[src/crps_pkg.sv]
package crps_pkg;

	// ----------------------------------------
	// register offsets
	// ----------------------------------------
	localparam logic [7:0] ADDR_GEN_MASK = 8'h17;
	localparam logic [7:0] ADDR_POWER_ON = 8'h19;
	localparam logic [7:0] ADDR_CH_RESET = 8'h1A;
	localparam logic [7:0] ADDR_POL2P_CH1 = 8'h1E;
	localparam logic [7:0] ADDR_POL2P_CH2 = 8'h1F;
	localparam logic [7:0] ADDR_POL2P_CH3 = 8'h20;
	localparam logic [7:0] ADDR_POL2P_CH4 = 8'h21;
	localparam logic [7:0] ADDR_REMAP = 8'h26;
	localparam logic [7:0] ADDR_PRIO12 = 8'h27;
	localparam logic [7:0] ADDR_PRIO34 = 8'h28;
	localparam logic [7:0] ADDR_POL4P12 = 8'h2A;
	localparam logic [7:0] ADDR_POL4P34 = 8'h2B;
	localparam logic [7:0] ADDR_OFF_STATUS = 8'h70;

	// ----------------------------------------
	// reset values and field positions
	// ----------------------------------------
	localparam logic [7:0] RST_REMAP = 8'hE4;
	localparam logic [7:0] RST_PRIO = 8'h00;
	localparam logic [7:0] RST_POLICE = 8'hFF;
	localparam logic [7:0] RST_GEN_MASK = 8'h00;
	localparam logic [7:0] RD_NONE = 8'h00;
	localparam int PRIO_SELECT_BIT = 7;
	localparam int ODD_LVL_LSB = 0;
	localparam int EVEN_LVL_LSB = 4;
	localparam logic [7:0] PRIO_USED_MASK = 8'h77;

	// ----------------------------------------
	// serial shutdown timing
	// ----------------------------------------
	localparam int CLK_PERIOD_NS = 50;
	localparam int SDN_BIT_TIME_NS = 1000;
	localparam int SDN_BIT_CYCLES = SDN_BIT_TIME_NS / CLK_PERIOD_NS;
	localparam logic [5:0] SDN_BIT_LAST = 6'(SDN_BIT_CYCLES - 1);
	localparam logic [5:0] SDN_BIT_HALF = 6'(SDN_BIT_CYCLES / 2);
	localparam logic [1:0] SDN_LAST_BIT = 2'h2;

	// ----------------------------------------
	// types
	// ----------------------------------------
	typedef struct packed {
		logic [7:0] addr;
		logic [7:0] wdata;
		logic wr;
		logic rd;
	} crps_bus_req_t;

	typedef struct packed {
		logic [3:0] channels;
		logic cancel_cooldown;
	} crps_off_cmd_t;

	typedef enum logic [1:0] {
		RX_IDLE = 2'b00,
		RX_START = 2'b01,
		RX_BITS = 2'b10
	} crps_rx_state_t;

endpackage

[src/crps_oss_rx.sv]
`timescale 1ns/1ps
module crps_sdn_rx import crps_pkg::*; (
	input wire logic core_clk,
	input wire logic rstn,
	input wire logic sync_clear,
	input wire logic fast_shutdown_serial_input,
	output logic [2:0] code,
	output logic code_valid
);
	// ----------------------------------------
	// pin synchroniser
	// ----------------------------------------
	logic meta_r;
	logic line_r;
	crps_rx_state_t state_r;
	crps_rx_state_t state_nxt;
	logic [5:0] cnt_r;
	logic [5:0] cnt_nxt;
	logic [1:0] bit_r;
	logic [1:0] bit_nxt;
	logic [2:0] shift_r;
	logic [2:0] shift_nxt;
	logic [2:0] code_r;
	logic valid_r;
	logic mid_bit;
	logic end_bit;
	logic done;

	always_ff @(posedge core_clk or negedge rstn) begin
		if (!rstn) begin
			meta_r <= 1'b0;
			line_r <= 1'b0;
		end else begin
			meta_r <= fast_shutdown_serial_input;
			line_r <= meta_r;
		end
	end

	// ----------------------------------------
	// frame: start bit high, then three bits msb first
	// ----------------------------------------
	assign mid_bit = (cnt_r == SDN_BIT_HALF);
	assign end_bit = (cnt_r == SDN_BIT_LAST);
	assign done = (state_r == RX_BITS) && end_bit && (bit_r == SDN_LAST_BIT);

	always_comb begin
		state_nxt = state_r;
		cnt_nxt = end_bit ? 6'h00 : cnt_r + 6'h01;
		bit_nxt = bit_r;
		shift_nxt = shift_r;
		unique case (state_r)
			RX_IDLE: begin
				cnt_nxt = 6'h00;
				if (line_r) begin
					state_nxt = RX_START;
				end
			end
			RX_START: begin
				// a glitch shorter than half a bit is dropped
				if (mid_bit && !line_r) begin
					state_nxt = RX_IDLE;
				end else if (end_bit) begin
					state_nxt = RX_BITS;
					bit_nxt = 2'h0;
				end
			end
			RX_BITS: begin
				if (mid_bit) begin
					shift_nxt = {shift_r[1:0], line_r};
				end
				if (end_bit) begin
					bit_nxt = bit_r + 2'h1;
					if (bit_r == SDN_LAST_BIT) begin
						state_nxt = RX_IDLE;
					end
				end
			end
			default: begin
				state_nxt = RX_IDLE;
			end
		endcase
	end

	always_ff @(posedge core_clk or negedge rstn) begin
		if (!rstn) begin
			state_r <= RX_IDLE;
			cnt_r <= 6'h00;
			bit_r <= 2'h0;
			shift_r <= 3'h0;
			code_r <= 3'h0;
			valid_r <= 1'b0;
		end else if (sync_clear) begin
			state_r <= RX_IDLE;
			cnt_r <= 6'h00;
			bit_r <= 2'h0;
			shift_r <= 3'h0;
			code_r <= 3'h0;
			valid_r <= 1'b0;
		end else begin
			state_r <= state_nxt;
			cnt_r <= cnt_nxt;
			bit_r <= bit_nxt;
			shift_r <= shift_nxt;
			valid_r <= done;
			if (done) begin
				code_r <= shift_r;
			end
		end
	end

	assign code = code_r;
	assign code_valid = valid_r;
endmodule

[src/crps_bank.sv]
`timescale 1ns/1ps
// Summary of operation
// re-map only moves channels within this four-channel group
// re-map write ignored unless all four channels are off
// two-bit field per logical channel selects physical one; default identity
// re-map write with duplicate physical codes is rejected, mapping kept
// re-map survives pin reset; only power-on reset restores default
// host pairs only logical 1/2 and 3/4 as four-pair ports
// host should run detection and classification after re-map
// three-bit level per channel, active only when multibit select high
// odd level in bits 2:0, even in 6:4, bits 7,3 zero
// code at or below a channel's level powers it off
// code above a channel's level leaves that channel untouched
// higher level means lower priority; 111 shut by any code
// equal levels on several channels shut down together
// four-pair channels act on own levels; host sets them equal
// power-on command re-powers a channel if detection and allocation valid
// priority shutdown as channel reset but keeps cool-down timer running
// shutdown clears events, faults, class, detection, power and enable bits
// shutdown sets the channel's policing registers to all ones
// shutdown clears measurements, fault code, foldback, four-pair status
// no memory of earlier codes; each code evaluated at once
module crps_bank import crps_pkg::*; (
	input wire logic core_clk,
	input wire logic rstn,
	input wire logic reset_pin_n,
	input wire crps_bus_req_t bus_req,
	output logic [7:0] rdata,
	input wire logic fast_shutdown_serial_input,
	input wire logic [3:0] channel_off_mode,
	input wire logic [3:0] det_class_valid,
	input wire logic [3:0] alloc_sufficient,
	output crps_off_cmd_t off_cmd,
	output logic [3:0] channel_power_on_command,
	output logic [7:0] phys_map
);
	// ----------------------------------------
	// helpers
	// ----------------------------------------
	function automatic logic map_unique(input logic [7:0] m);
		map_unique = (m[1:0] != m[3:2]) && (m[1:0] != m[5:4]) && (m[1:0] != m[7:6])
			&& (m[3:2] != m[5:4]) && (m[3:2] != m[7:6]) && (m[5:4] != m[7:6]);
	endfunction

	function automatic logic [3:0] to_physical(input logic [3:0] lg, input logic [7:0] m);
		logic [3:0] p;
		p = 4'h0;
		for (int i = 0; i < 4; i++) begin
			if (lg[i]) begin
				p[m[2*i +: 2]] = 1'b1;
			end
		end
		to_physical = p;
	endfunction

	// ----------------------------------------
	// external reset pin, synchronised
	// ----------------------------------------
	logic rpin_meta_r;
	logic rpin_r;
	logic pin_rst;

	always_ff @(posedge core_clk or negedge rstn) begin
		if (!rstn) begin
			// idle level of the pin, so no pin reset follows power-on
			rpin_meta_r <= 1'b1;
			rpin_r <= 1'b1;
		end else begin
			rpin_meta_r <= reset_pin_n;
			rpin_r <= rpin_meta_r;
		end
	end

	assign pin_rst = !rpin_r;

	// ----------------------------------------
	// serial shutdown code receiver
	// ----------------------------------------
	logic [2:0] sdn_code;
	logic sdn_valid;

	crps_sdn_rx u_rx (
		.core_clk(core_clk),
		.rstn(rstn),
		.sync_clear(pin_rst),
		.fast_shutdown_serial_input(fast_shutdown_serial_input),
		.code(sdn_code),
		.code_valid(sdn_valid)
	);

	// ----------------------------------------
	// address decode
	// ----------------------------------------
	logic [7:0] remap_q;
	logic [7:0] prio12_r;
	logic [7:0] prio34_r;
	logic [7:0] gen_mask_r;
	logic [7:0] pol2p_r [4];
	logic [7:0] pol4p12_r;
	logic [7:0] pol4p34_r;
	logic [7:0] rdata_r;
	logic [7:0] rd_mux;
	logic wr_remap;
	logic wr_prio12;
	logic wr_prio34;
	logic wr_gen;
	logic wr_power_on;
	logic wr_chrst;
	logic wr_pol4p12;
	logic wr_pol4p34;
	logic remap_ok;
	logic prio_sel;
	logic [2:0] level [4];
	logic [3:0] prio_shut;
	logic [3:0] rst_shut;
	logic [3:0] shut_any;
	logic [3:0] pol2p_wr;

	assign wr_remap = bus_req.wr && (bus_req.addr == ADDR_REMAP);
	assign wr_prio12 = bus_req.wr && (bus_req.addr == ADDR_PRIO12);
	assign wr_prio34 = bus_req.wr && (bus_req.addr == ADDR_PRIO34);
	assign wr_gen = bus_req.wr && (bus_req.addr == ADDR_GEN_MASK);
	assign wr_power_on = bus_req.wr && (bus_req.addr == ADDR_POWER_ON);
	assign wr_chrst = bus_req.wr && (bus_req.addr == ADDR_CH_RESET);
	assign wr_pol4p12 = bus_req.wr && (bus_req.addr == ADDR_POL4P12);
	assign wr_pol4p34 = bus_req.wr && (bus_req.addr == ADDR_POL4P34);
	assign pol2p_wr[0] = bus_req.wr && (bus_req.addr == ADDR_POL2P_CH1);
	assign pol2p_wr[1] = bus_req.wr && (bus_req.addr == ADDR_POL2P_CH2);
	assign pol2p_wr[2] = bus_req.wr && (bus_req.addr == ADDR_POL2P_CH3);
	assign pol2p_wr[3] = bus_req.wr && (bus_req.addr == ADDR_POL2P_CH4);

	// ----------------------------------------
	// re-map register
	// ----------------------------------------
	// all channels off
	// duplicates rejected
	assign remap_ok = wr_remap && (&channel_off_mode) && map_unique(bus_req.wdata);

	// power-on reset only; the pin reset never reaches this flop
	always_ff @(posedge core_clk or negedge rstn) begin
		if (!rstn) begin
			remap_q <= RST_REMAP;
		end else if (remap_ok) begin
			remap_q <= bus_req.wdata;
		end
	end

	// group-local mapping
	// field to physical
	assign phys_map = remap_q;

	// ----------------------------------------
	// priority decision
	// ----------------------------------------
	// select bit gates levels
	assign prio_sel = gen_mask_r[PRIO_SELECT_BIT];
	// odd and even level fields
	assign level[0] = prio12_r[ODD_LVL_LSB +: 3];
	assign level[1] = prio12_r[EVEN_LVL_LSB +: 3];
	assign level[2] = prio34_r[ODD_LVL_LSB +: 3];
	assign level[3] = prio34_r[EVEN_LVL_LSB +: 3];

	// no stored code; only this cycle's code counts
	// each channel uses its own level
	genvar g;
	generate
		for (g = 0; g < 4; g++) begin : g_cmp
			// code at or below level
			// higher code ignored
			// lower level wins
			// ties shut together
			assign prio_shut[g] = sdn_valid && prio_sel && (sdn_code <= level[g]);
		end
	endgenerate

	assign rst_shut = wr_chrst ? bus_req.wdata[3:0] : 4'h0;
	assign shut_any = prio_shut | rst_shut;

	// ----------------------------------------
	// configuration and policing registers
	// ----------------------------------------
	always_ff @(posedge core_clk or negedge rstn) begin
		if (!rstn) begin
			prio12_r <= RST_PRIO;
			prio34_r <= RST_PRIO;
			gen_mask_r <= RST_GEN_MASK;
		end else if (pin_rst) begin
			prio12_r <= RST_PRIO;
			prio34_r <= RST_PRIO;
			gen_mask_r <= RST_GEN_MASK;
		end else begin
			// unused bits forced to zero
			if (wr_prio12) begin
				prio12_r <= bus_req.wdata & PRIO_USED_MASK;
			end
			if (wr_prio34) begin
				prio34_r <= bus_req.wdata & PRIO_USED_MASK;
			end
			if (wr_gen) begin
				gen_mask_r <= bus_req.wdata;
			end
		end
	end

	// shutdown beats a software write in the same cycle
	always_ff @(posedge core_clk or negedge rstn) begin
		if (!rstn) begin
			pol2p_r <= '{default: RST_POLICE};
			pol4p12_r <= RST_POLICE;
			pol4p34_r <= RST_POLICE;
		end else if (pin_rst) begin
			pol2p_r <= '{default: RST_POLICE};
			pol4p12_r <= RST_POLICE;
			pol4p34_r <= RST_POLICE;
		end else begin
			for (int i = 0; i < 4; i++) begin
				// two-pair policing to ones
				if (shut_any[i]) begin
					pol2p_r[i] <= RST_POLICE;
				end else if (pol2p_wr[i]) begin
					pol2p_r[i] <= bus_req.wdata;
				end
			end
			// four-pair policing to ones
			if (|shut_any[1:0]) begin
				pol4p12_r <= RST_POLICE;
			end else if (wr_pol4p12) begin
				pol4p12_r <= bus_req.wdata;
			end
			if (|shut_any[3:2]) begin
				pol4p34_r <= RST_POLICE;
			end else if (wr_pol4p34) begin
				pol4p34_r <= bus_req.wdata;
			end
		end
	end

	// ----------------------------------------
	// turn-off and power-on commands
	// ----------------------------------------
	crps_off_cmd_t off_r;
	logic [3:0] power_on_r;

	always_ff @(posedge core_clk or negedge rstn) begin
		if (!rstn) begin
			off_r <= '0;
			power_on_r <= 4'h0;
		end else if (pin_rst) begin
			off_r <= '0;
			power_on_r <= 4'h0;
		end else begin
			// status and event clear per channel
			// measurement clear per channel
			off_r.channels <= shut_any;
			// priority shutdown leaves cool-down alone
			off_r.cancel_cooldown <= |rst_shut;
			// re-power only with valid detection and allocation
			power_on_r <= wr_power_on ?
				(bus_req.wdata[3:0] & det_class_valid & alloc_sufficient) : 4'h0;
		end
	end

	assign off_cmd = off_r;
	assign channel_power_on_command = power_on_r;

	// ----------------------------------------
	// read path
	// ----------------------------------------
	logic [7:0] off_status;
	logic [3:0] phys_off;

	assign phys_off = to_physical(channel_off_mode, remap_q);
	assign off_status = {phys_off, channel_off_mode};

	// write-only commands and holes read as zero
	always_comb begin
		unique case (bus_req.addr)
			ADDR_REMAP: rd_mux = remap_q;
			ADDR_PRIO12: rd_mux = prio12_r;
			ADDR_PRIO34: rd_mux = prio34_r;
			ADDR_GEN_MASK: rd_mux = gen_mask_r;
			ADDR_POL2P_CH1: rd_mux = pol2p_r[0];
			ADDR_POL2P_CH2: rd_mux = pol2p_r[1];
			ADDR_POL2P_CH3: rd_mux = pol2p_r[2];
			ADDR_POL2P_CH4: rd_mux = pol2p_r[3];
			ADDR_POL4P12: rd_mux = pol4p12_r;
			ADDR_POL4P34: rd_mux = pol4p34_r;
			ADDR_OFF_STATUS: rd_mux = off_status;
			default: rd_mux = RD_NONE;
		endcase
	end

	// read data stand only in the cycle after the strobe
	always_ff @(posedge core_clk or negedge rstn) begin
		if (!rstn) begin
			rdata_r <= RD_NONE;
		end else begin
			rdata_r <= bus_req.rd ? rd_mux : RD_NONE;
		end
	end

	assign rdata = rdata_r;
endmodule

[config.mk]
export PLATFORM = sky130hd
export DESIGN_NAME = crps_bank
export DESIGN_NICKNAME = d
export VERILOG_FILES = /design/src/crps_pkg.sv /design/src/crps_oss_rx.sv /design/src/crps_bank.sv
export SDC_FILE = /design/constraint.sdc
export NUM_CORES = 1
export LEC_CHECK = 0
export BUFFER_PORTS_ARGS = -buffer_cell sky130_fd_sc_hd__buf_2
export CELL_PAD_IN_SITES_DETAIL_PLACEMENT = 1
export CELL_PAD_IN_SITES_GLOBAL_PLACEMENT = 1
export CORE_MARGIN = 2
export CORE_UTILIZATION = 28
export CTS_BUF_LIST = sky130_fd_sc_hd__clkbuf_8
export DETAILED_ROUTE_END_ITERATION = 16
export PLACE_DENSITY = 0.59
export SYNTH_ARGS = -nofsm -noshare
export SYNTH_HDL_FRONTEND = slang
export SYNTH_SLANG_ARGS = --single-unit
[constraint.sdc]
create_clock -name core_clk -period 2.4 [get_ports core_clk]
set_input_delay 0.24 -clock core_clk [delete_from_list [all_inputs] [get_ports core_clk]]
set_output_delay 0.24 -clock core_clk [all_outputs]
set_load 0.05 [all_outputs]
==> metrics.md, run 1 <==
| Metric | Value |
|---|---|
| Status | `finished clean` |
| WP data required | `between 2000 and 3000 ps` |
| CTS tree | `yes` |
| Hold_ws | `~66 ps` |
| Reg clk slew, reported paths | `80 ps` |
| PwrDens | `about 600 nW/um^2` |
| GP Congestion | `roughly 0.9` |
| Clk_lat worst skew | `450 ps` |
| Pin count of the biggest net entering global routing | `50` |
| Share of cells above drive strength 1 | `28.7%` |
| Sequential area share after synthesis | `a little under half` |
| Worst hold path type | `primary input to register` |
| Static Leakage | `around 3.2 nW` |
| I/O pin count | `59` |
| Number of vias per cell | `about 5.4` |
| Total chip power | `~4.5 mW` |
| Cells after Synth | `627` |
| Syn avg cell area | `~10 sq um` |
| GR peak layer | `met2` |
| Routed WL per cell | `21.8 um` |
| Grt met1 use | `a little over a quarter` |
| CTS max path bufs | `2` |
| Core area | `21600 sq um` |
| Critical Path Fanout Max | `8` |
| Final Hold Viols | `0` |
| Placed instance area | `around 6900 sq um` |
| Hold Crit Start | `det_class_valid[2]` |
| Setup Viol. Count Final | `0` |
| Final Core Density | `between 30% and 40%` |
| Initial core utilization | `28.3%` |
| Met2 GRT Util | `between 30 and 40%` |
| Ys async rst share | `100%` |
| Cell area after layout | `between 7000 and 8000 sq um` |
| Top FF cell, synth | `dfrtp_1` |
| Die X-Extent | `around 150 um` |
| Fill cells | `roughly 2500` |
| DP Worst Slack | `roughly 7 ps` |
| First-pass DRT Iterations | `4` |
| Leading area contributor after synthesis | `dfrtp_1` |
| Total gr overflow | `0` |
| Nets@finish | `around 760` |
| Register area | `roughly 2900 sq um` |
| VDD IR max | `0.000302 V` |
| CTS root buffer | `clkbuf_8` |
| Clock sinks | `114` |
| CP Class | `register to register` |
| Crit. End Element | `register` |
| DP Cell Count | `roughly 970` |
| First-pass GRT wire length | `around 34000 um` |
| Synth Register Bits | `114` |
| Yosys top cell area share | `about a quarter` |
| Final slew viol count | `0` |
| Die height | `~150 um` |
| Reg2Reg Launch Point | `u_rx.code[1]` |
| Syn_nets | `about 680` |
| Initial DRC count | `between 300 and 400` |
| Core Rows | `54` |
| Synth area leaders | `dfrtp_1 25%, dfstp_2 23%, mux2i_1 7.2%` |
| # DRC | `0` |
| Worst Setup Start Kind | `register` |
| Worst path arrival time | `between 2000 and 3000 ps` |
| TritonCTS Buffers | `17` |
| Skew final | `about 14 ps` |
| Synth-to-Final Area Change | `21.5%` |
| Die area | `23000 sq um` |
| Gr usage total | `20.0%` |
| F_max | `between 400 and 500 MHz` |
| Max Cap Viol | `0` |
| Netlist cell types | `between 60 and 70` |
| Critical Path Start | `u_rx.code[1]` |
| Normalized max-slew margin | `~41%` |
| Vias in the first global route | `between 5000 and 6000` |
| Met3 Track Usage GR | `between 4 and 5%` |
| Layout Cells excl Fill | `approximately 1000` |
| Fin crit share | `a little over nine tenths` |
| DRT antenna net count | `0` |
| Post-Route WL | `between 20000 and 25000 um` |
| Synth warnings | `0` |
| PortBufs | `a little under 60` |
| Number of flops mapped to enable cells by yosys | `0` |
| Post-Syn Area | `a little over 6000 sq um` |
| Diodes inserted | `0` |
| Final WS setup | `around 120 ps` |
| Multi-input gate area | `approximately 3000 sq um` |
| DP Wirelength | `about 16000 um` |
| Vias | `approximately 5400` |
| Initial antenna violation count | `0` |
| H-Tree Depth | `4` |
| Setup TNS | `0 ps` |
| Slew @ Worst Pin | `879 ps` |
| Fin crit period | `around 2300 ps` |
| RSZ-0062 raised after global routing | `false` |
[final timing paths]
kind | endpoint | slack [ps] | cells after the start
worst max-delay path | pol4p34_r[4] | 120 | 7
worst min-delay path | channel_power_on_command[2] | 70 | 2
worst max register to register | pol4p34_r[4] | 120 | 7
worst min register to register | u_rx.line_r | 360 | 0
max in group asynchronous | rpin_r | 1260 | 3
min in group asynchronous | phys_map[0] | 310 | 2
[cells by family after synthesis]
logic type / after synthesis / share of synthesized area [%]
AND/OR/NAND/NOR: 244 / 20.3
multiplexers: 57 / 9.60
XOR/XNOR: 17 / 2.44
AO/OA/AOI/OAI: 122 / 13.2
adder cells (fa/ha/maj): 15 / 3.07
flip-flops: 114 / 47.8
buffers and inverters: 58 / 3.68
[registers in the layout, summed over array words and instances, names as in the netlist]
register and cells:
pol2p_r 32, gen_mask_r 8, phys_map 8, pol4p12_r 8, pol4p34_r 8, rdata 8, prio12_r 6, prio34_r 6
u_rx.cnt_r 6, off_cmd 5, channel_power_on_command 4, u_rx.code 3, u_rx.shift_r 3, u_rx.bit_r 2, u_rx.state_r 2, rpin_meta_r 1
rpin_r 1, u_rx.code_valid 1, u_rx.line_r 1, u_rx.meta_r 1
[Yosys cell counts, types with 4 or more instances]
library cell and count:
mux2_2 13, o21a_1 4, nand3_1 56, nor2_1 52
and4_1 4, nor2b_1 8, a21oi_1 16, inv_1 19
and2_1 5, dfrtp_1 60, o21ai_0 38, nand4_1 4
a221oi_1 7, a22oi_1 12, nor3_1 4, nand2_1 71
clkbuf_1 32, o22ai_1 9, and3_1 12, dfstp_2 54
a32oi_1 4, xor2_1 14, nor3b_1 6, mux2i_1 44
a31oi_1 7, a22o_1 4, ha_1 15
[routing by layer]
layer	wire length, um	part of all wire, %
met3	957	4.4
met1	9980	46
met2	10500	48
met4	384	1.8
met5	0	0
[where the power goes]
group / leakage [nW] / switching (mW) / internal (mW)
clock network: 0.235 / 0.876 / 1.32
registers: 1.40 / 0.00732 / 1.94
logic: 1.59 / 0.230 / 0.0981
[worst max-delay path, cell delays in order, from the launching register on]
cell	delay, ps
dfrtp_1	380
buf_4	160
ha_1	280
nor2b_1	140
o21a_1	130
o21ai_0	150
a22oi_1	720
nand3_1	190
[layout make-up]
type                    count  share of cell area [%]
repair buffers            101                    8.56
inverters                  19                   0.960
clock buffers              20                    3.70
well taps                 280                    4.72
flip-flops and latches    114                    39.3
multi-input cells         455                    40.0
clock inverters            12                    2.71
[placed cells by master (no fill, tap or decap), drive strengths merged, types with 8 or more instances in the layout]
cell	count
buf	98
nand2	72
dfrtp	60
nand3	56
dfstp	54
nor2	52
mux2i	44
o21ai	38
clkbuf	20
inv	20
a21oi	16
ha	15
xor2	14
mux2	13
and3	12
a22oi	12
o22ai	9
nor2b	8
[what timing repair did]
item                                   in CTS  in global routing
hold buffers                                3                  0
setup endpoints to repair                   1                  0
endpoints found under the hold margin      19                  0
setup buffers                               0                  0
resized for setup                           1                  0
Note: power is estimated with default switching activity, not from simulation.
==> run 2: changes to the inputs <==
--- a/config.mk
+++ b/config.mk
@@ -12,7 +12,7 @@
 export CORE_UTILIZATION = 28
 export CTS_BUF_LIST = sky130_fd_sc_hd__clkbuf_8
 export DETAILED_ROUTE_END_ITERATION = 16
-export PLACE_DENSITY = 0.59
+export PLACE_DENSITY = 0.49
 export SYNTH_ARGS = -nofsm -noshare
 export SYNTH_HDL_FRONTEND = slang
 export SYNTH_SLANG_ARGS = --single-unit
==> run 2 against run 1 <==
Compared with the run above: highest routed layer unchanged; die area unchanged; non-clock buffer count up 6; worst setup slack better by 150 ps; first-iteration DRC count down 14%; clock-buffer cell count down 3; combinational power up 3%; critical path type unchanged; global-route usage up 0.98 points; clock skew about the same; critical path depth up 1; sequential cell count unchanged; core utilization down 0.19 points; critical endpoint is now pol2p_r[24]; cell count up 0.60%.
==> metrics.md, run 2 (synthesis gave the netlist of run 1 again) <==
| Metric | Value |
|---|---|
| Core Rows | `54` |
| Max Cap Viol | `0` |
| Total chip power | `4.05 mW` |
| CP Class | `register to register` |
| Setup TNS | `0 ps` |
| DP Worst Slack | `87.3 ps` |
| RSZ-0062 raised after global routing | `false` |
| Static Leakage | `3.20 nW` |
| PortBufs | `58` |
| Worst hold path type | `primary input to register` |
| Layout Cells excl Fill | `roughly 1000` |
| Vias | `5339` |
| Die height | `152 um` |
| Most frequent cells in the layout | `71 x nand2_1, 60 x dfrtp_1, 57 x buf_2, 56 x nand3_1, 54 x dfstp_2` |
| Vias in the first global route | `5693` |
| DP Cell Count | `972` |
| Fin crit share | `88.8%` |
| First-pass GRT wire length | `~35000 um` |
| VDD IR max | `approximately 0.00028 V` |
| # DRC | `0` |
| Crit. End Element | `register` |
| Setup bufs post-CTS | `0` |
| TritonCTS Buffers | `17` |
| Initial DRC count | `277` |
| Critical Path Fanout Max | `8` |
| Nets@finish | `roughly 760` |
| Largest reg by FF count | `pol2p_r` |
| WP data required | `about 2800 ps` |
| Initial antenna violation count | `0` |
| First-pass DRT Iterations | `5` |
| Post-Route WL | `~23000 um` |
| Synth-to-Final Area Change | `20.9%` |
| Clk_lat worst skew | `around 450 ps` |
| Diodes inserted | `0` |
| Worst path arrival time | `2490 ps` |
| DP Wirelength | `roughly 17000 um` |
| Total gr overflow | `0` |
| Worst Setup Start Kind | `register` |
| Number of vias per cell | `5.30` |
| Initial core utilization | `between 20% and 30%` |
| Max stage delay cell, worst path | `a221oi_1` |
| Clock sinks | `~110` |
| CTS root buffer | `clkbuf_8` |
| Routed WL per cell | `approximately 23 um` |
| Reg clk slew, reported paths | `roughly 80 ps` |
| Final Hold Viols | `0` |
| Share of cells above drive strength 1 | `between 20% and 30%` |
| Final WS setup | `~270 ps` |
| H-Tree Depth | `4` |
| Core area | `about 22000 sq um` |
| Skew final | `13.7 ps` |
| PwrDens | `548 nW/um^2` |
| Final slew viol count | `0` |
| Setup Viol. Count Final | `0` |
| Pin count of the biggest net entering global routing | `between 40 and 50` |
| Commonest non-fill, non-tap cell in the layout | `nand2_1` |
| Gr usage total | `21.0%` |
| Fin crit period | `between 2000 and 2500 ps` |
| Max reg flops | `32` |
| Die area | `23000 sq um` |
| CTS max path bufs | `2` |
| F_max | `between 400 and 500 MHz` |
| I/O pin count | `59` |
| Normalized max-slew margin | `57.8%` |
| Status | `finished clean` |
| DRT antenna net count | `0` |
| Max incr delay on CP | `about 440 ps` |
| CP most frequent cell | `buf_4` |
| CP Cell Sequence | `buf_4, ha_1, nor2b_1, o21a_1, o21ai_0, a221oi_1, buf_4, nand3_1` |
| CTS tree | `yes` |
| GP Congestion | `0.873` |
| Die X-Extent | `about 150 um` |
| Slew @ Worst Pin | `~630 ps` |
## run 2: cell count changes in the layout (fill, tap and decap cells not counted)
| cell | before | now |
|---|---|---|
| a22oi_1 | 12 | 10 |
| a22oi_2 | 0 | 2 |
| buf_4 | 40 | 46 |
| bufinv_16 | 5 | 1 |
| clkbuf_8 | 20 | 17 |
| clkinv_2 | 2 | 1 |
| clkinv_4 | 2 | 4 |
| clkinvlp_4 | 2 | 3 |
| inv_6 | 1 | 5 |
| inv_8 | 0 | 1 |
## run 2: area by class of cell
| class | count | area, sq um |
|---|---|---|
| clock buffers | 17 | 234 |
| clock inverters | 15 | 148 |
| fillers | 2468 | 14200 |
| inverters | 19 | 71.3 |
| multi-input cells | 455 | 2990 |
| flip-flops and latches | 114 | 2920 |
| well taps | 280 | 350 |
| repair buffers | 107 | 681 |
## run 2: where the power goes
group	switching (mW)	internal [mW]	total [mW]
registers	0.00710	1.93	1.94
clock network	0.930	0.843	1.77
logic	0.235	0.103	0.337
## run 2: path summary, 6_finish.rpt
check,slack [ps],cells after the start,to,startpoint
max,270,8,pol2p_r[24],u_rx.code[1]
min,70,2,channel_power_on_command[1],det_class_valid[1]
max reg2reg,270,8,pol2p_r[24],u_rx.code[1]
min reg2reg,360,0,u_rx.line_r,u_rx.meta_r
max in group asynchronous,1250,3,pol2p_r[30],rstn
min in group asynchronous,330,2,phys_map[3],rstn
## run 2: timing repair
action,4_1_cts,5_1_grt
hold endpoints to repair,16,0
setup endpoints to repair,0,4
hold buffers,3,0
gates resized for setup,0,3
## run 2: worst max-delay path: cells and delay by family (launching register included)
family | cells | cell delay, ps
compound gates | 3 | 720
buf+inv | 2 | 420
flops | 1 | 390
fa+ha+maj | 1 | 290
simple gates | 2 | 240
## run 2: stage by stage
step | util, % | area [sq um] | hold WS [ps]
after floorplan | - | 6110 | -55.6
after global placement | 32.2 | 6960 | 298
after detailed placement | 32.2 | 6960 | 301
after CTS | 34.1 | 7370 | 39.5
after global routing | 34.2 | 7390 | 46.5
final | 34.2 | 7390 | 66.9
## run 2: per-layer routing
metal / track usage [%] / wire (um) / share of wire [%] / vias to the layer above
li1: - / - / - / 2435
met1: 27.0 / 10100 / 44 / 2722
met2: 35.4 / 11300 / 49 / 148
met3: 3.41 / 999 / 4.3 / 34
met4: 7.78 / 653 / 2.8 / 0
met5: 0 / 0 / 0 / -
